**src/rtl/afecw_regs.svh**
```systemverilog
/*
 * Register indices, field positions, reset values and counts of the
 * front end control word register bank.
 * Assumes it is included by bare name by the package-using design files.
 */
`ifndef AFECW_REGS_SVH
`define AFECW_REGS_SVH

// Register indices (3-bit register address field)
`define AFECW_IDX_MODE 3'h0
`define AFECW_IDX_CLK 3'h1
`define AFECW_IDX_PWR 3'h2
`define AFECW_IDX_PAIR12 3'h3
`define AFECW_IDX_PAIR34 3'h4
`define AFECW_IDX_PAIR56 3'h5
`define AFECW_IDX_SEL 3'h6
`define AFECW_IDX_TEST 3'h7
`define AFECW_REG_RESET 8'h00

// Control word fields
`define AFECW_CW_CTRL 15
`define AFECW_CW_RW 14
`define AFECW_CW_DEV_LSB 11
`define AFECW_CW_REG_LSB 8

// Mode and cascade register fields
`define AFECW_MODE_OPBIT 0
`define AFECW_MODE_MIXED 1
`define AFECW_MODE_LOOP 3
`define AFECW_MODE_CASC_LSB 4
`define AFECW_MODE_SWRST 7

// Clock rate register fields
`define AFECW_CLK_DEC_LSB 0
`define AFECW_CLK_BDIV_LSB 2
`define AFECW_CLK_MDIV_LSB 4
`define AFECW_CLK_ECHO 7

// Power, reference and selection fields
`define AFECW_PWR_GLOBAL 0
`define AFECW_PWR_REF 5
`define AFECW_PWR_PIN 6
`define AFECW_SEL_MODRST 6
`define AFECW_SEL_SE 7

// Counts
`define AFECW_SWRST_TICKS 3'h4
`define AFECW_MDIV_MAX 3'h4
`define AFECW_BDIV_BASE 4'h8
`define AFECW_DEC_BASE 12'h800
`define AFECW_BIT_LAST 4'hf

`endif

```
**src/rtl/afecw_pkg.sv**
```systemverilog
/*
 * Types of the front end control word register bank.
 * Assumes nothing beyond a SystemVerilog compiler.
 */
package afecw_pkg;

    // Serial input framing states
    typedef enum logic [1:0] {IN_IDLE = 2'b01, IN_SHIFT = 2'b10} afecw_in_st_t;

    // Serial output framing states
    typedef enum logic [2:0] {OUT_IDLE = 3'b001, OUT_SYNC = 3'b010, OUT_SHIFT = 3'b100} afecw_out_st_t;

    // Whole state of the bank
    typedef struct packed {
        logic [7:0][7:0] regs;
        afecw_in_st_t in_st;
        logic [15:0] in_sh;
        logic [3:0] in_cnt;
        afecw_out_st_t out_st;
        logic [15:0] out_sh;
        logic [3:0] out_cnt;
        logic sdo;
        logic sdofs;
        logic sclk;
        logic samp_pend;
        logic [15:0] samp_word;
        logic pend_vld;
        logic [15:0] pend_word;
        logic [2:0] swrst_cnt;
        logic swrst_busy;
    } afecw_state_t;

endpackage

```
**src/rtl/afecw_sync2.sv**
```systemverilog
/*
 * Two flip-flop synchroniser for pin inputs.
 * Assumes the output is the only signal read by other logic.
 */
`timescale 1ns/1ps
`default_nettype none

module afecw_sync2 #(
    parameter int W = 1
) (
    input wire logic i_clk, // Clock
    input wire logic i_arst_n, // Async reset, active low
    input wire logic [W-1:0] i_d, // Asynchronous input
    output logic [W-1:0] o_q // Synchronised output
);
    typedef struct packed {
        logic [W-1:0] s1;
        logic [W-1:0] s2;
    } afecw_sync_t;

    afecw_sync_t cur;
    afecw_sync_t nxt;

    // Two stages, first read only by second
    always_comb
    begin
        nxt = cur;
        nxt.s1 = i_d;
        nxt.s2 = cur.s1;
    end

    always_ff @(posedge i_clk or negedge i_arst_n)
    begin
        if (!i_arst_n)
            cur <= '0;
        else
            cur <= nxt;
    end

    assign o_q = cur.s2;
endmodule

`default_nettype wire

```
**src/rtl/afecw_clkdiv.sv**
```systemverilog
/*
 * Programmable divider producing one-cycle enable pulses.
 * Assumes i_ratio is at least one and i_tick is a one-cycle enable.
 */
`timescale 1ns/1ps
`default_nettype none

module afecw_clkdiv #(
    parameter int W = 4
) (
    input wire logic i_clk, // Clock
    input wire logic i_arst_n, // Async reset, active low
    input wire logic i_tick, // Input rate enable
    input wire logic [W-1:0] i_ratio, // Divide ratio
    output logic o_pulse // Divided enable pulse
);
    typedef struct packed {
        logic [W-1:0] cnt;
        logic pulse;
    } afecw_div_t;

    afecw_div_t cur;
    afecw_div_t nxt;

    // Count input ticks, pulse on the last
    always_comb
    begin
        nxt = cur;
        nxt.pulse = 1'b0;
        if (i_tick)
        begin
            if (cur.cnt >= i_ratio - W'(1))
            begin
                nxt.cnt = '0;
                nxt.pulse = 1'b1;
            end
            else
                nxt.cnt = cur.cnt + W'(1);
        end
    end

    always_ff @(posedge i_clk or negedge i_arst_n)
    begin
        if (!i_arst_n)
            cur <= '0;
        else
            cur <= nxt;
    end

    assign o_pulse = cur.pulse;
endmodule

`default_nettype wire

```
**src/rtl/afecw_bank.sv**
```systemverilog
/*
 * Control word register bank of the analog front end serial port:
 * word decode, eight control registers, cascade forwarding, read back,
 * software reset and the clock dividers that pace the serial port.
 * Assumes the master clock input is I_CLK itself and that the serial
 * input pins are asynchronous to it; the ADC word is on I_CLK.
 */
//
// Behaviour
// - Bit 15 marks a control word.
// - Write stores data into the addressed register.
// - Read returns register data in outgoing word.
// - Nonzero device address decremented and forwarded.
// - Register address field selects one of eight.
// - Low byte is data when address zero.
// - Mode bit zero program, one data.
// - Mode register bit one enables mixed mode.
// - Loop-back bit returns received words unchanged.
// - Mode bits four to six cascade count.
// - Writing reset bit starts software reset.
// - Clock register bits 0-1 decimation code.
// - Clock register bits 2-3 serial divider code.
// - Clock register bits 4-6 master divider code.
// - Clock register bit seven enables echo.
// - Power bit zero is global power-up.
// - Power bit five powers the reference.
// - Power bit six enables reference pin.
// - Pair registers hold gain and power.
// - Select bits choose channels, bit six resets modulator.
// - Select bit seven enables single-ended inputs.
// - Master divider ratio code plus one, else one.
// - Serial divider eight, four, two, one.
// - Decimation 2048, 1024, 512, 256.
// - Mixed mode MSB flags control versus data.
`timescale 1ns/1ps
`default_nettype none
`include "afecw_regs.svh"

module afecw_bank (
    input wire logic I_CLK, // 20 MHz master clock input
    input wire logic I_ARST_N, // Async reset, active low
    input wire logic I_SDI, // Serial data in pin
    input wire logic I_SDIFS, // Serial input frame sync pin
    input wire logic [15:0] I_ADC_WORD, // Latest converter word
    output logic O_SCLK, // Serial clock pin
    output logic O_SDO, // Serial data out pin
    output logic O_SDOFS, // Serial output frame sync pin
    output logic O_SAMPLE_TICK, // Sample rate enable pulse
    output logic O_SOFT_RESET, // Software reset in progress
    output logic O_OPERATING_MODE_BIT, // 0 program, 1 data
    output logic O_MIXED_MODE_ENABLE, // Mixed mode on
    output logic [2:0] O_CASCADE_COUNT, // Devices in cascade
    output logic O_GLOBAL_POWER_UP, // Global power control
    output logic O_REFERENCE_POWER, // Reference powered
    output logic O_REFERENCE_PIN_ENABLE, // Reference pin driven
    output logic [17:0] O_ADC_GAIN_CODE, // Gain codes, 3 bits per channel
    output logic [5:0] O_ADC_POWER_ON, // Channel power, 1 = on
    output logic [5:0] O_ADC_PATH_ENABLE, // Channel select
    output logic O_MODULATOR_RESET, // Modulator reset
    output logic O_SINGLE_ENDED_INPUT_ENABLE, // Single-ended inputs
    output logic [7:0] O_TEST_INVERT_REG // Test and invert register
);
    ////////////////////////////////////////////////////////////////////
    // Declarations

    afecw_pkg::afecw_state_t cur;
    afecw_pkg::afecw_state_t nxt;
    logic sdi_s;
    logic sdifs_s;
    logic imclk_en;
    logic sclk_en;
    logic sample_en;
    logic bit_en;
    logic word_done;
    logic [15:0] word;
    logic op_mode;
    logic mixed;
    logic loopback;
    logic take;
    logic [2:0] dev_addr;
    logic [2:0] reg_addr;
    logic [7:0] rd_data;
    logic [7:0] clk_reg;

    // Master divider ratio from its code
    function automatic logic [2:0] mdiv_ratio(input logic [2:0] code);
        if (code <= `AFECW_MDIV_MAX)
            mdiv_ratio = code + 3'h1;
        else
            mdiv_ratio = 3'h1;
    endfunction

    // Serial clock divider ratio from its code
    function automatic logic [3:0] bdiv_ratio(input logic [1:0] code);
        bdiv_ratio = `AFECW_BDIV_BASE >> code;
    endfunction

    // Decimation ratio from its code
    function automatic logic [11:0] dec_ratio(input logic [1:0] code);
        dec_ratio = `AFECW_DEC_BASE >> code;
    endfunction

    ////////////////////////////////////////////////////////////////////
    // Pin synchronisers and rate dividers

    afecw_sync2 #(.W(2)) u_sync (
        .i_clk(I_CLK),
        .i_arst_n(I_ARST_N),
        .i_d({I_SDIFS, I_SDI}),
        .o_q({sdifs_s, sdi_s})
    );

    assign clk_reg = cur.regs[`AFECW_IDX_CLK];

    // Internal master clock from master clock input
    afecw_clkdiv #(.W(3)) u_mclk (
        .i_clk(I_CLK),
        .i_arst_n(I_ARST_N),
        .i_tick(1'b1),
        .i_ratio(mdiv_ratio(clk_reg[`AFECW_CLK_MDIV_LSB +: 3])),
        .o_pulse(imclk_en)
    );

    // Serial clock from internal master clock
    afecw_clkdiv #(.W(4)) u_sclk (
        .i_clk(I_CLK),
        .i_arst_n(I_ARST_N),
        .i_tick(imclk_en),
        .i_ratio(bdiv_ratio(clk_reg[`AFECW_CLK_BDIV_LSB +: 2])),
        .o_pulse(sclk_en)
    );

    // Sample rate from internal master clock
    afecw_clkdiv #(.W(12)) u_samp (
        .i_clk(I_CLK),
        .i_arst_n(I_ARST_N),
        .i_tick(imclk_en),
        .i_ratio(dec_ratio(clk_reg[`AFECW_CLK_DEC_LSB +: 2])),
        .o_pulse(sample_en)
    );

    ////////////////////////////////////////////////////////////////////
    // Word decode helpers

    assign bit_en = sclk_en & cur.sclk;
    assign op_mode = cur.regs[`AFECW_IDX_MODE][`AFECW_MODE_OPBIT];
    assign mixed = cur.regs[`AFECW_IDX_MODE][`AFECW_MODE_MIXED];
    assign loopback = cur.regs[`AFECW_IDX_MODE][`AFECW_MODE_LOOP];
    assign dev_addr = word[`AFECW_CW_DEV_LSB +: 3];
    assign reg_addr = word[`AFECW_CW_REG_LSB +: 3];
    assign rd_data = cur.regs[reg_addr];
    // Control flag; data mode without mixed ignores input
    assign take = word_done & !cur.swrst_busy & !loopback & word[`AFECW_CW_CTRL] & (!op_mode | mixed);

    ////////////////////////////////////////////////////////////////////
    // Next state

    always_comb
    begin
        nxt = cur;
        word_done = 1'b0;
        word = '0;

        // Serial clock pin toggles at each serial enable
        if (sclk_en)
            nxt.sclk = ~cur.sclk;

        // Input framing, bits taken on falling serial clock
        case (cur.in_st)
            afecw_pkg::IN_IDLE:
            begin
                if (bit_en && sdifs_s)
                begin
                    nxt.in_st = afecw_pkg::IN_SHIFT;
                    nxt.in_cnt = '0;
                end
            end
            afecw_pkg::IN_SHIFT:
            begin
                if (bit_en)
                begin
                    nxt.in_sh = {cur.in_sh[14:0], sdi_s};
                    nxt.in_cnt = cur.in_cnt + 4'h1;
                    if (cur.in_cnt == `AFECW_BIT_LAST)
                    begin
                        word_done = 1'b1;
                        word = {cur.in_sh[14:0], sdi_s};
                        nxt.in_cnt = '0;
                        nxt.in_st = sdifs_s ? afecw_pkg::IN_SHIFT : afecw_pkg::IN_IDLE;
                    end
                end
            end
            default:
                nxt.in_st = afecw_pkg::IN_IDLE;
        endcase

        // Output framing, sample event ahead of replies
        case (cur.out_st)
            afecw_pkg::OUT_IDLE:
            begin
                if (bit_en && (cur.samp_pend || cur.pend_vld))
                begin
                    nxt.sdofs = 1'b1;
                    nxt.out_st = afecw_pkg::OUT_SYNC;
                    if (cur.samp_pend)
                    begin
                        nxt.out_sh = cur.samp_word;
                        nxt.samp_pend = 1'b0;
                    end
                    else
                    begin
                        nxt.out_sh = cur.pend_word;
                        nxt.pend_vld = 1'b0;
                    end
                end
            end
            afecw_pkg::OUT_SYNC:
            begin
                if (bit_en)
                begin
                    nxt.sdofs = 1'b0;
                    nxt.sdo = cur.out_sh[15];
                    nxt.out_cnt = '0;
                    nxt.out_st = afecw_pkg::OUT_SHIFT;
                end
            end
            afecw_pkg::OUT_SHIFT:
            begin
                if (bit_en)
                begin
                    if (cur.out_cnt == `AFECW_BIT_LAST)
                    begin
                        nxt.sdo = 1'b0;
                        nxt.out_st = afecw_pkg::OUT_IDLE;
                    end
                    else
                    begin
                        nxt.out_sh = {cur.out_sh[14:0], 1'b0};
                        nxt.sdo = cur.out_sh[14];
                        nxt.out_cnt = cur.out_cnt + 4'h1;
                    end
                end
            end
            default:
                nxt.out_st = afecw_pkg::OUT_IDLE;
        endcase

        // Sample event, set wins over the load above
        if (sample_en)
        begin
            nxt.samp_pend = 1'b1;
            nxt.samp_word = I_ADC_WORD;
            if (op_mode && mixed)
                nxt.samp_word[15] = 1'b0;
        end

        // Loop-back returns the word untouched
        if (word_done && loopback && !cur.swrst_busy)
        begin
            nxt.pend_vld = 1'b1;
            nxt.pend_word = word;
        end

        // Accepted control word
        if (take)
        begin
            if (dev_addr != 3'h0)
            begin
                nxt.pend_vld = 1'b1;
                nxt.pend_word = word;
                nxt.pend_word[`AFECW_CW_DEV_LSB +: 3] = dev_addr - 3'h1;
            end
            else if (word[`AFECW_CW_RW])
            begin
                nxt.pend_vld = 1'b1;
                nxt.pend_word = {word[15:8], rd_data};
            end
            else
            begin
                nxt.regs[reg_addr] = word[7:0];
                if (cur.regs[`AFECW_IDX_CLK][`AFECW_CLK_ECHO])
                begin
                    nxt.pend_vld = 1'b1;
                    nxt.pend_word = word;
                end
                if (reg_addr == `AFECW_IDX_MODE && word[`AFECW_MODE_SWRST])
                begin
                    nxt.regs = '0;
                    nxt.swrst_cnt = `AFECW_SWRST_TICKS;
                end
            end
        end

        // Software reset lasts four internal master clock ticks
        if (cur.swrst_cnt != 3'h0 && imclk_en)
            nxt.swrst_cnt = cur.swrst_cnt - 3'h1;
        nxt.swrst_busy = (nxt.swrst_cnt != 3'h0);
    end

    ////////////////////////////////////////////////////////////////////
    // State register

    always_ff @(posedge I_CLK or negedge I_ARST_N)
    begin
        if (!I_ARST_N)
        begin
            cur <= '0;
            cur.in_st <= afecw_pkg::IN_IDLE;
            cur.out_st <= afecw_pkg::OUT_IDLE;
        end
        else
            cur <= nxt;
    end

    ////////////////////////////////////////////////////////////////////
    // Outputs, all from flip-flops

    assign O_SCLK = cur.sclk;
    assign O_SDO = cur.sdo;
    assign O_SDOFS = cur.sdofs;
    assign O_SAMPLE_TICK = sample_en;
    assign O_SOFT_RESET = cur.swrst_busy;
    assign O_OPERATING_MODE_BIT = op_mode;
    assign O_MIXED_MODE_ENABLE = mixed;
    assign O_CASCADE_COUNT = cur.regs[`AFECW_IDX_MODE][`AFECW_MODE_CASC_LSB +: 3];
    assign O_GLOBAL_POWER_UP = cur.regs[`AFECW_IDX_PWR][`AFECW_PWR_GLOBAL];
    assign O_REFERENCE_POWER = cur.regs[`AFECW_IDX_PWR][`AFECW_PWR_REF];
    assign O_REFERENCE_PIN_ENABLE = cur.regs[`AFECW_IDX_PWR][`AFECW_PWR_PIN];
    assign O_ADC_PATH_ENABLE = cur.regs[`AFECW_IDX_SEL][5:0];
    assign O_MODULATOR_RESET = cur.regs[`AFECW_IDX_SEL][`AFECW_SEL_MODRST];
    assign O_SINGLE_ENDED_INPUT_ENABLE = cur.regs[`AFECW_IDX_SEL][`AFECW_SEL_SE];
    assign O_TEST_INVERT_REG = cur.regs[`AFECW_IDX_TEST];

    // Per channel gain and power from the pair registers
    for (genvar g = 0; g < 6; g++)
    begin : g_chan
        assign O_ADC_GAIN_CODE[3*g +: 3] = cur.regs[3 + g/2][4*(g%2) +: 3];
        assign O_ADC_POWER_ON[g] = cur.regs[3 + g/2][4*(g%2) + 3];
    end

    ////////////////////////////////////////////////////////////////////
    // Assertions

    a_write_store: assert property (@(posedge I_CLK) disable iff (!I_ARST_N)
        take && dev_addr == 3'h0 && !word[`AFECW_CW_RW] && reg_addr != `AFECW_IDX_MODE
        |=> cur.regs[$past(reg_addr)] == $past(word[7:0]))
        else $error("write did not store data");

    a_read_reply: assert property (@(posedge I_CLK) disable iff (!I_ARST_N)
        take && dev_addr == 3'h0 && word[`AFECW_CW_RW]
        |=> cur.pend_vld && cur.pend_word == {$past(word[15:8]), $past(rd_data)})
        else $error("read reply wrong");

    a_forward_dec: assert property (@(posedge I_CLK) disable iff (!I_ARST_N)
        take && dev_addr != 3'h0
        |=> cur.pend_word[13:11] == $past(dev_addr) - 3'h1 && $stable(cur.regs))
        else $error("forwarded address not decremented");

    a_data_ignore: assert property (@(posedge I_CLK) disable iff (!I_ARST_N)
        word_done && op_mode && !mixed && !cur.swrst_busy |=> $stable(cur.regs))
        else $error("data mode changed registers");

    a_flag_clear: assert property (@(posedge I_CLK) disable iff (!I_ARST_N)
        word_done && !word[`AFECW_CW_CTRL] && !cur.swrst_busy |=> $stable(cur.regs))
        else $error("word without control flag acted on");

    a_soft_reset: assert property (@(posedge I_CLK) disable iff (!I_ARST_N)
        take && dev_addr == 3'h0 && !word[`AFECW_CW_RW] && reg_addr == `AFECW_IDX_MODE && word[7]
        |=> cur.regs == '0 && cur.swrst_busy && cur.swrst_cnt == 3'h4)
        else $error("software reset not started");

    a_sample_flag: assert property (@(posedge I_CLK) disable iff (!I_ARST_N)
        sample_en && op_mode && mixed |=> cur.samp_pend && !cur.samp_word[15])
        else $error("mixed mode sample flag set");

    a_loopback: assert property (@(posedge I_CLK) disable iff (!I_ARST_N)
        word_done && loopback && !cur.swrst_busy |=> cur.pend_vld && cur.pend_word == $past(word))
        else $error("loop-back word altered");

    a_echo_write: assert property (@(posedge I_CLK) disable iff (!I_ARST_N)
        take && dev_addr == 3'h0 && !word[`AFECW_CW_RW] && clk_reg[`AFECW_CLK_ECHO]
        |=> cur.pend_vld && cur.pend_word == $past(word))
        else $error("write not echoed");
endmodule

`default_nettype wire

```
**config.mk**
```make
export PLATFORM = sky130hd
export DESIGN_NAME = afecw_bank
export DESIGN_NICKNAME = d
export VERILOG_FILES = /design/src/rtl/afecw_pkg.sv /design/src/rtl/afecw_sync2.sv /design/src/rtl/afecw_clkdiv.sv /design/src/rtl/afecw_bank.sv
export VERILOG_INCLUDE_DIRS = /design/src /design/src/rtl
export SDC_FILE = /design/constraint.sdc
export NUM_CORES = 1
export LEC_CHECK = 0
export ABC_AREA = 1
export BUFFER_PORTS_ARGS = -buffer_cell sky130_fd_sc_hd__buf_2
export CAP_MARGIN = 20
export CORE_MARGIN = 8
export CORE_UTILIZATION = 50
export DETAILED_ROUTE_END_ITERATION = 10
export GPL_TIMING_DRIVEN = 0
export MAX_ROUTING_LAYER = met4
export PLACE_DENSITY = 0.68
export SETUP_SLACK_MARGIN = 0.3
export SKIP_CTS_REPAIR_TIMING = 1
export SLEW_MARGIN = 0
export SYNTH_ARGS = -nofsm -noshare
export SYNTH_HDL_FRONTEND = slang
export SYNTH_SLANG_ARGS = --single-unit
export TNS_END_PERCENT = 10
```
**constraint.sdc**
```tcl
create_clock -name I_CLK -period 3 [get_ports I_CLK]
set_input_delay 0.15 -clock I_CLK [delete_from_list [all_inputs] [get_ports I_CLK]]
set_output_delay 0.15 -clock I_CLK [all_outputs]
set_load 0.03 [all_outputs]
```
Yosys cells after proc, flatten, opt, wreduce, memory -nomap -nowiden
Index checks and enable logic that the tools add are counted.
{ "word_totals": {"regBits": 176, "elab_cells": 164, "out_inout_bits": 53} }
{ "op_classes": {"eq_ne": 15, "add_sub_neg": 11, "n_reduce_logical": 32, "shift": 2, "mux": 58, "n_lt_le_gt_ge": 6, "bitwise_logic": 9} }
{ "ops": {"columns": ["operator", "count"], "rows": [
  ["$mux W17", 5],
  ["$bwmux W64", 1],
  ["$mux W16", 4],
  ["$mux W64", 1],
  ["$mux W20", 2],
  ["$pmux W16 S2", 1],
  ["$bmux W8 S3", 1],
  ["$demux W8 S3", 1],
  ["$mux W24", 1],
  ["$mux W3", 8],
  ["$mux W22", 1],
  ["$mux W19", 1],
  ["$mux W1", 16],
  ["$mux W8", 2],
  ["$ne A2 B2 Y1 const B", 8],
  ["$reduce_and A3 Y1", 5],
  ["$add A12 B1 Y12 const B", 1],
  ["$add A4 B1 Y4 const B", 3],
  ["$ge A12 B12 Y1", 1],
  ["$mux W12", 1],
  ["$mux W4", 3],
  ["$reduce_and A4 Y1", 3],
  ["$reduce_bool A2 Y1", 6],
  ["$shr A12 B2 Y12 const A", 1],
  ["32 further kinds", 56]
]} }

Longest topological paths before layout
{ "depth": {"ltp_word": 13, "ltp_mapped": 17} }

Cells and area by module
From an unflattened synthesis, not the netlist that was laid out.
{ "unflattened": {"hier_cells": 1303, "area_unflattened_um2": 9978.3} }
{ "by_module_without_submodules": {"columns": ["mod", "seq_area_each_um2", "instances", "area_each_um2", "cells_each"], "rows": [
  ["afecw_bank", 3731.1, 1, 8016.4, 1045],
  ["afecw_clkdiv (u_samp)", 325.3, 1, 1207.4, 171],
  ["afecw_clkdiv (u_sclk)", 125.1, 1, 362.8, 46],
  ["afecw_clkdiv (u_mclk)", 100.1, 1, 276.5, 35],
  ["afecw_sync2", 100.1, 1, 115.1, 6]
]} }

Least setup slack after synthesis
No wires, ideal clock.
{ "synth_timing": {"kind": "register -> register", "from": "register cur[84] in the netlist's numbering", "to": "register cur, in the netlist O_SOFT_RESET", "t_arrival_ns": 2.444, "path_slack_ns": 0.425, "n_path_buf": 3, "setup_time_ns": 0.131, "synth_period_minus_slack_ns": 2.575, "path_stages_with_launch": 15, "t_required_ns": 2.869, "path_cell_list": "dfstp_2 inv_1 ha_1 buf_2 inv_1 nor2_1 buf_4 buf_2 nand3_1 ha_1 nand2_2 nor3_4 nand3_1 a21oi_1 nand3_1"} }
{ "synth_lines": {"columns": ["item", "line", "source"], "rows": [
  ["start: declaration", "afecw_bank.sv:66", "afecw_pkg::afecw_state_t cur;"],
  ["start signal: assignment", "afecw_bank.sv:312", "cur <= nxt;"]
]} }

Worst setup path in the final report
{ "layout_timing": {"from": "register cur[84] in the netlist's numbering", "to": "register cur, in the netlist O_ADC_GAIN_CODE[11]"} }
{ "layout_via": {"elab_chain_cells": 8, "word_cells_on_any_way": 20} }
{ "layout_lines": {"columns": ["item", "line", "source"], "rows": [
  ["$eq A2 B2 Y1 (*)", "afecw_bank.sv:169", "case (cur.in_st)"],
  ["$mux W16", "afecw_bank.sv:169", null],
  ["$lt A3 B4 Y1 (not written as such) / $ge A3 B1 Y1 (equally long branches)", "afecw_bank.sv:280", "nxt.regs[reg_addr] = word[7:0];"],
  ["$logic_and A1 B1 Y1 (not written as such)", "afecw_bank.sv:280", null],
  ["$mux W8 (not written as such)", "afecw_bank.sv:280", null],
  ["$demux W8 S3", "afecw_bank.sv:280", null],
  ["$bwmux W64", "afecw_bank.sv:280", null],
  ["$mux W64", "afecw_bank.sv:286", "if (reg_addr == `AFECW_IDX_MODE && word[`AFECW_MODE_SWRST])"]
]} }
Mark *: on every way between the ends. The rest lies on a longest branch, timed or not.
A chain may end at the register's enable or synchronous reset.

==> results.py <==
metrics = {
    "global_route": {
        "grt_pass1_wl_um": 38700,
        "antenna_found_initial": 0,
        "grt_start_max_net_pins": 106,
        "grt_overflow": 0,
        "grt_pass1_vias": 7447,
        "grt_usage_pct": 22.7,
    },
    "sta": {
        "max_slew_margin_pct": 57.9,
        "period_share_pct": 89.3,
        "worst_pin_slew_ns": 0.630,
        "final-max-slew-violation-count": 0,
        "rsz0062_at_grt": "yes",
        "setup_viol": 0,
        "max_freq_mhz": 373,
        "clock-skew-final_ns": 0.0118,
        "timing.final.hold_violations": 0,
        "fin_crit_ns": 2.68,
    },
    "synth": {
        "synth_common_cells": "282 x nand2_1, 173 x dfrtp_1, 115 x inv_1",
        "synth_area_leaders": "dfrtp_1 48%, nand2_1 12%, o21ai_0 5.5%",
        "synthCells": 1112,
        "synth_top_area_cell": "dfrtp_1",
        "yosysSeqAreaShare_pct": 49.0,
        "ys.warnings.count": 0,
        "synthXorXnorAreaFrac_pct": 1.27,
        "synth_compound_area_share_pct": 12.2,
        "ys_ff_latch": 175,
        "async_flop_share_pct": 100,
        "synth_mux_area_share_pct": 0.126,
        "yosys.area_share.simple_pct": 24.1,
        "synth_cell_types": 45,
        "postSynthNetCount": 1154,
        "synth_top_family_by_area": "simple AND/OR/NAND/NOR gates",
        "synth_edf_count": 0,
        "synth_ff_type": "dfrtp_1",
        "yosysMostFrequentCell": "nand2_1",
        "syn_area_per_cell_um2": 8.05,
        "syn_area_um2": 8950,
        "netlist.area_leader.share_pct": 48.4,
        "synthAdderAreaFrac_pct": 3.08,
    },
    "worst_setup_path": {
        "crit_type": "reg2reg",
        "cpMaxStageDelayCell": "dfstp_2",
        "cp_max_fo": 10,
        "end_kind": "flop",
        "worstPathArrival_ns": 3.03,
        "worstPathRequired_ns": 3.35,
        "crit_path_start_kind": "flop",
        "max_stage_delay_ns": 0.53,
        "path_cells": "inv_1 > ha_1 > buf_6 > inv_1 > nor2_2 > buf_6 > nand2_2 > nor2_1 > inv_2 > ha_4 > nand2_8 > nor3_4 > buf_12 > buf_12 > nand3_4 > o22ai_2",
        "reg2reg_depth": 16,
    },
    "final_layout": {
        "ff_latch_area_um2": 4380,
        "multiInputGateArea_um2": 3860,
        "antennaDiodeCount": 0,
        "fillCellCount": 1579,
        "regMostFlops": "cur",
        "syn_to_final_growth_pct": 21.0,
        "post-route-util_pct": 60.9,
        "nNetsFinal": 1285,
        "layout-drive-gt1-share_pct": 19.3,
        "largest_reg_flops": 89,
        "stdcell_count": 1485,
    },
    "placement": {
        "dp_hpwl_um": 17300,
        "portBuffers": 72,
        "dp_cells": 1414,
        "gp_congestion": 0.944,
    },
    "power": {
        "seq_power_share_pct": 50.5,
        "clock_power_share_pct": 46.2,
        "power.density_nw_per_um2": 434,
        "switching_share_pct": 23.4,
        "p_sw_uw": 1100,
        "vdd.ir_drop.worst_v": 0.000371,
        "internal-power_uw": 3600,
        "p_leak_uw": 0.00531,
        "p_comb_share_pct": 3.3,
    },
    "floorplan": {
        "initial_core_util_pct": 50.3,
        "dieWidth_um": 150,
        "dieArea_um2": 22400,
        "die_h_um": 150,
        "fp.coreArea_um2": 17800,
        "rows": 49,
        "io_pins": 73,
    },
    "clock_network": {
        "cts_num_sinks": 175,
        "cts_tree": "done",
        "cts-root-buf": "clkbuf_16",
        "clk_latency_ns": 0.44,
        "clk_pin_slew_ns": 0.07,
        "cts.path.max_buffers": 2,
        "cts_buffers": 17,
        "htreeDepth": 4,
    },
    "routing": {
        "first_pass_iters": 5,
        "drtIter0Drc": 625,
        "ant_nets": 0,
        "vias": 7929,
        "drt_wl_total_um": 25000,
        "drc": 0,
        "via_per_inst": 5.34,
        "routedWlPerCell_um": 16.8,
    },
    "hold_path": {
        "hp-class": "in2async",
    },
    "job": {
        "drv_cap": 0,
    },
    "outcome": {
        "status": "complete, no violations",
    },
}
## kinds of logic (layout without fill, tap and decap cells)
kind of cell,Yosys count,count (layout)
xor+xnor,13,13
buf+inv,197,341
flops,175,175
mux,1,1
compound gates,196,196
fa+ha+maj,22,22
simple gates,508,508
## per-layer routing
metal	track usage (%)	wire [um]
met1	29.5	10700
met2	35.1	11700
met3	4.66	1780
met4	7.40	759
met5	-	0
## layout by cell type (no fill, tap or decap), types with 8 or more instances in the layout
cell type,instances
o21ai_2,8
o21ai_0,82
nand4_1,29
o211ai_1,13
xor2_1,8
ha_1,21
dfrtp_1,173
clkbuf_1,27
nor2_1,101
nand2_2,19
dlygate4sd3_1,19
a21oi_1,35
buf_4,55
o21ai_1,24
nand3_1,60
buf_2,75
inv_1,113
nand2_1,264
clkbuf_16,18
## critical path, delay by kind of cell, from the launching register on
kind / cells / cell delay, ns
DFF: 1 / 0.53
adders and majority gates: 2 / 0.36
buffers and inverters: 7 / 0.84
AOI/OAI and AO/OA: 1 / 0.19
and+or+nand+nor: 6 / 0.67
## worst paths after layout
path,start,end,slack (ns)
setup / recovery,cur[84],O_ADC_GAIN_CODE[11],0.32
hold / removal,I_ARST_N,cur[44],0.25
setup reg to reg,cur[84],O_ADC_GAIN_CODE[11],0.32
hold reg to reg,u_sync.cur[2],u_sync.o_q[0],0.36
max in group asynchronous,I_ARST_N,clk_reg[5],1.84
min in group I_CLK,I_SDI,u_sync.cur[2],0.35
## power by group through the flow
stage,clock (uW),sequential [uW],combinational (uW)
2_1_floorplan,0,2420,57.8
3_3_place_gp,0,2420,126
3_5_place_dp,0,2420,136
4_1_cts,2220,2380,137
5_1_grt,2320,2380,176
6_report,2170,2380,153
## layout make-up
cell class / instances / area share [%]
plain buffers: 78 / 4.66
clock buffers: 19 / 4.09
flip-flops and latches: 175 / 40.5
clock inverters: 13 / 1.19
well taps: 229 / 2.65
inverters: 119 / 4.16
repair inverters: 1 / 0.0693
multi-input cells: 740 / 35.6
repair buffers: 111 / 7.07
## metrics by stage
step	setup TNS, ns	setup slack [ns]	total power, uW	hold WS (ns)	cell area (um2)
3_5_place_dp	-10.05	-0.310	2560	0.145	9630
3_3_place_gp	-186.19	-1.04	2550	0.259	9590
4_1_cts	-12.25	-0.345	4730	-0.325	10200
6_report	0	0.322	4700	0.249	10800
5_1_grt	0	0.243	4870	0.309	10800
2_1_floorplan	0	0.425	2480	-0.146	8950
Power figures use the tool's default switching activity.
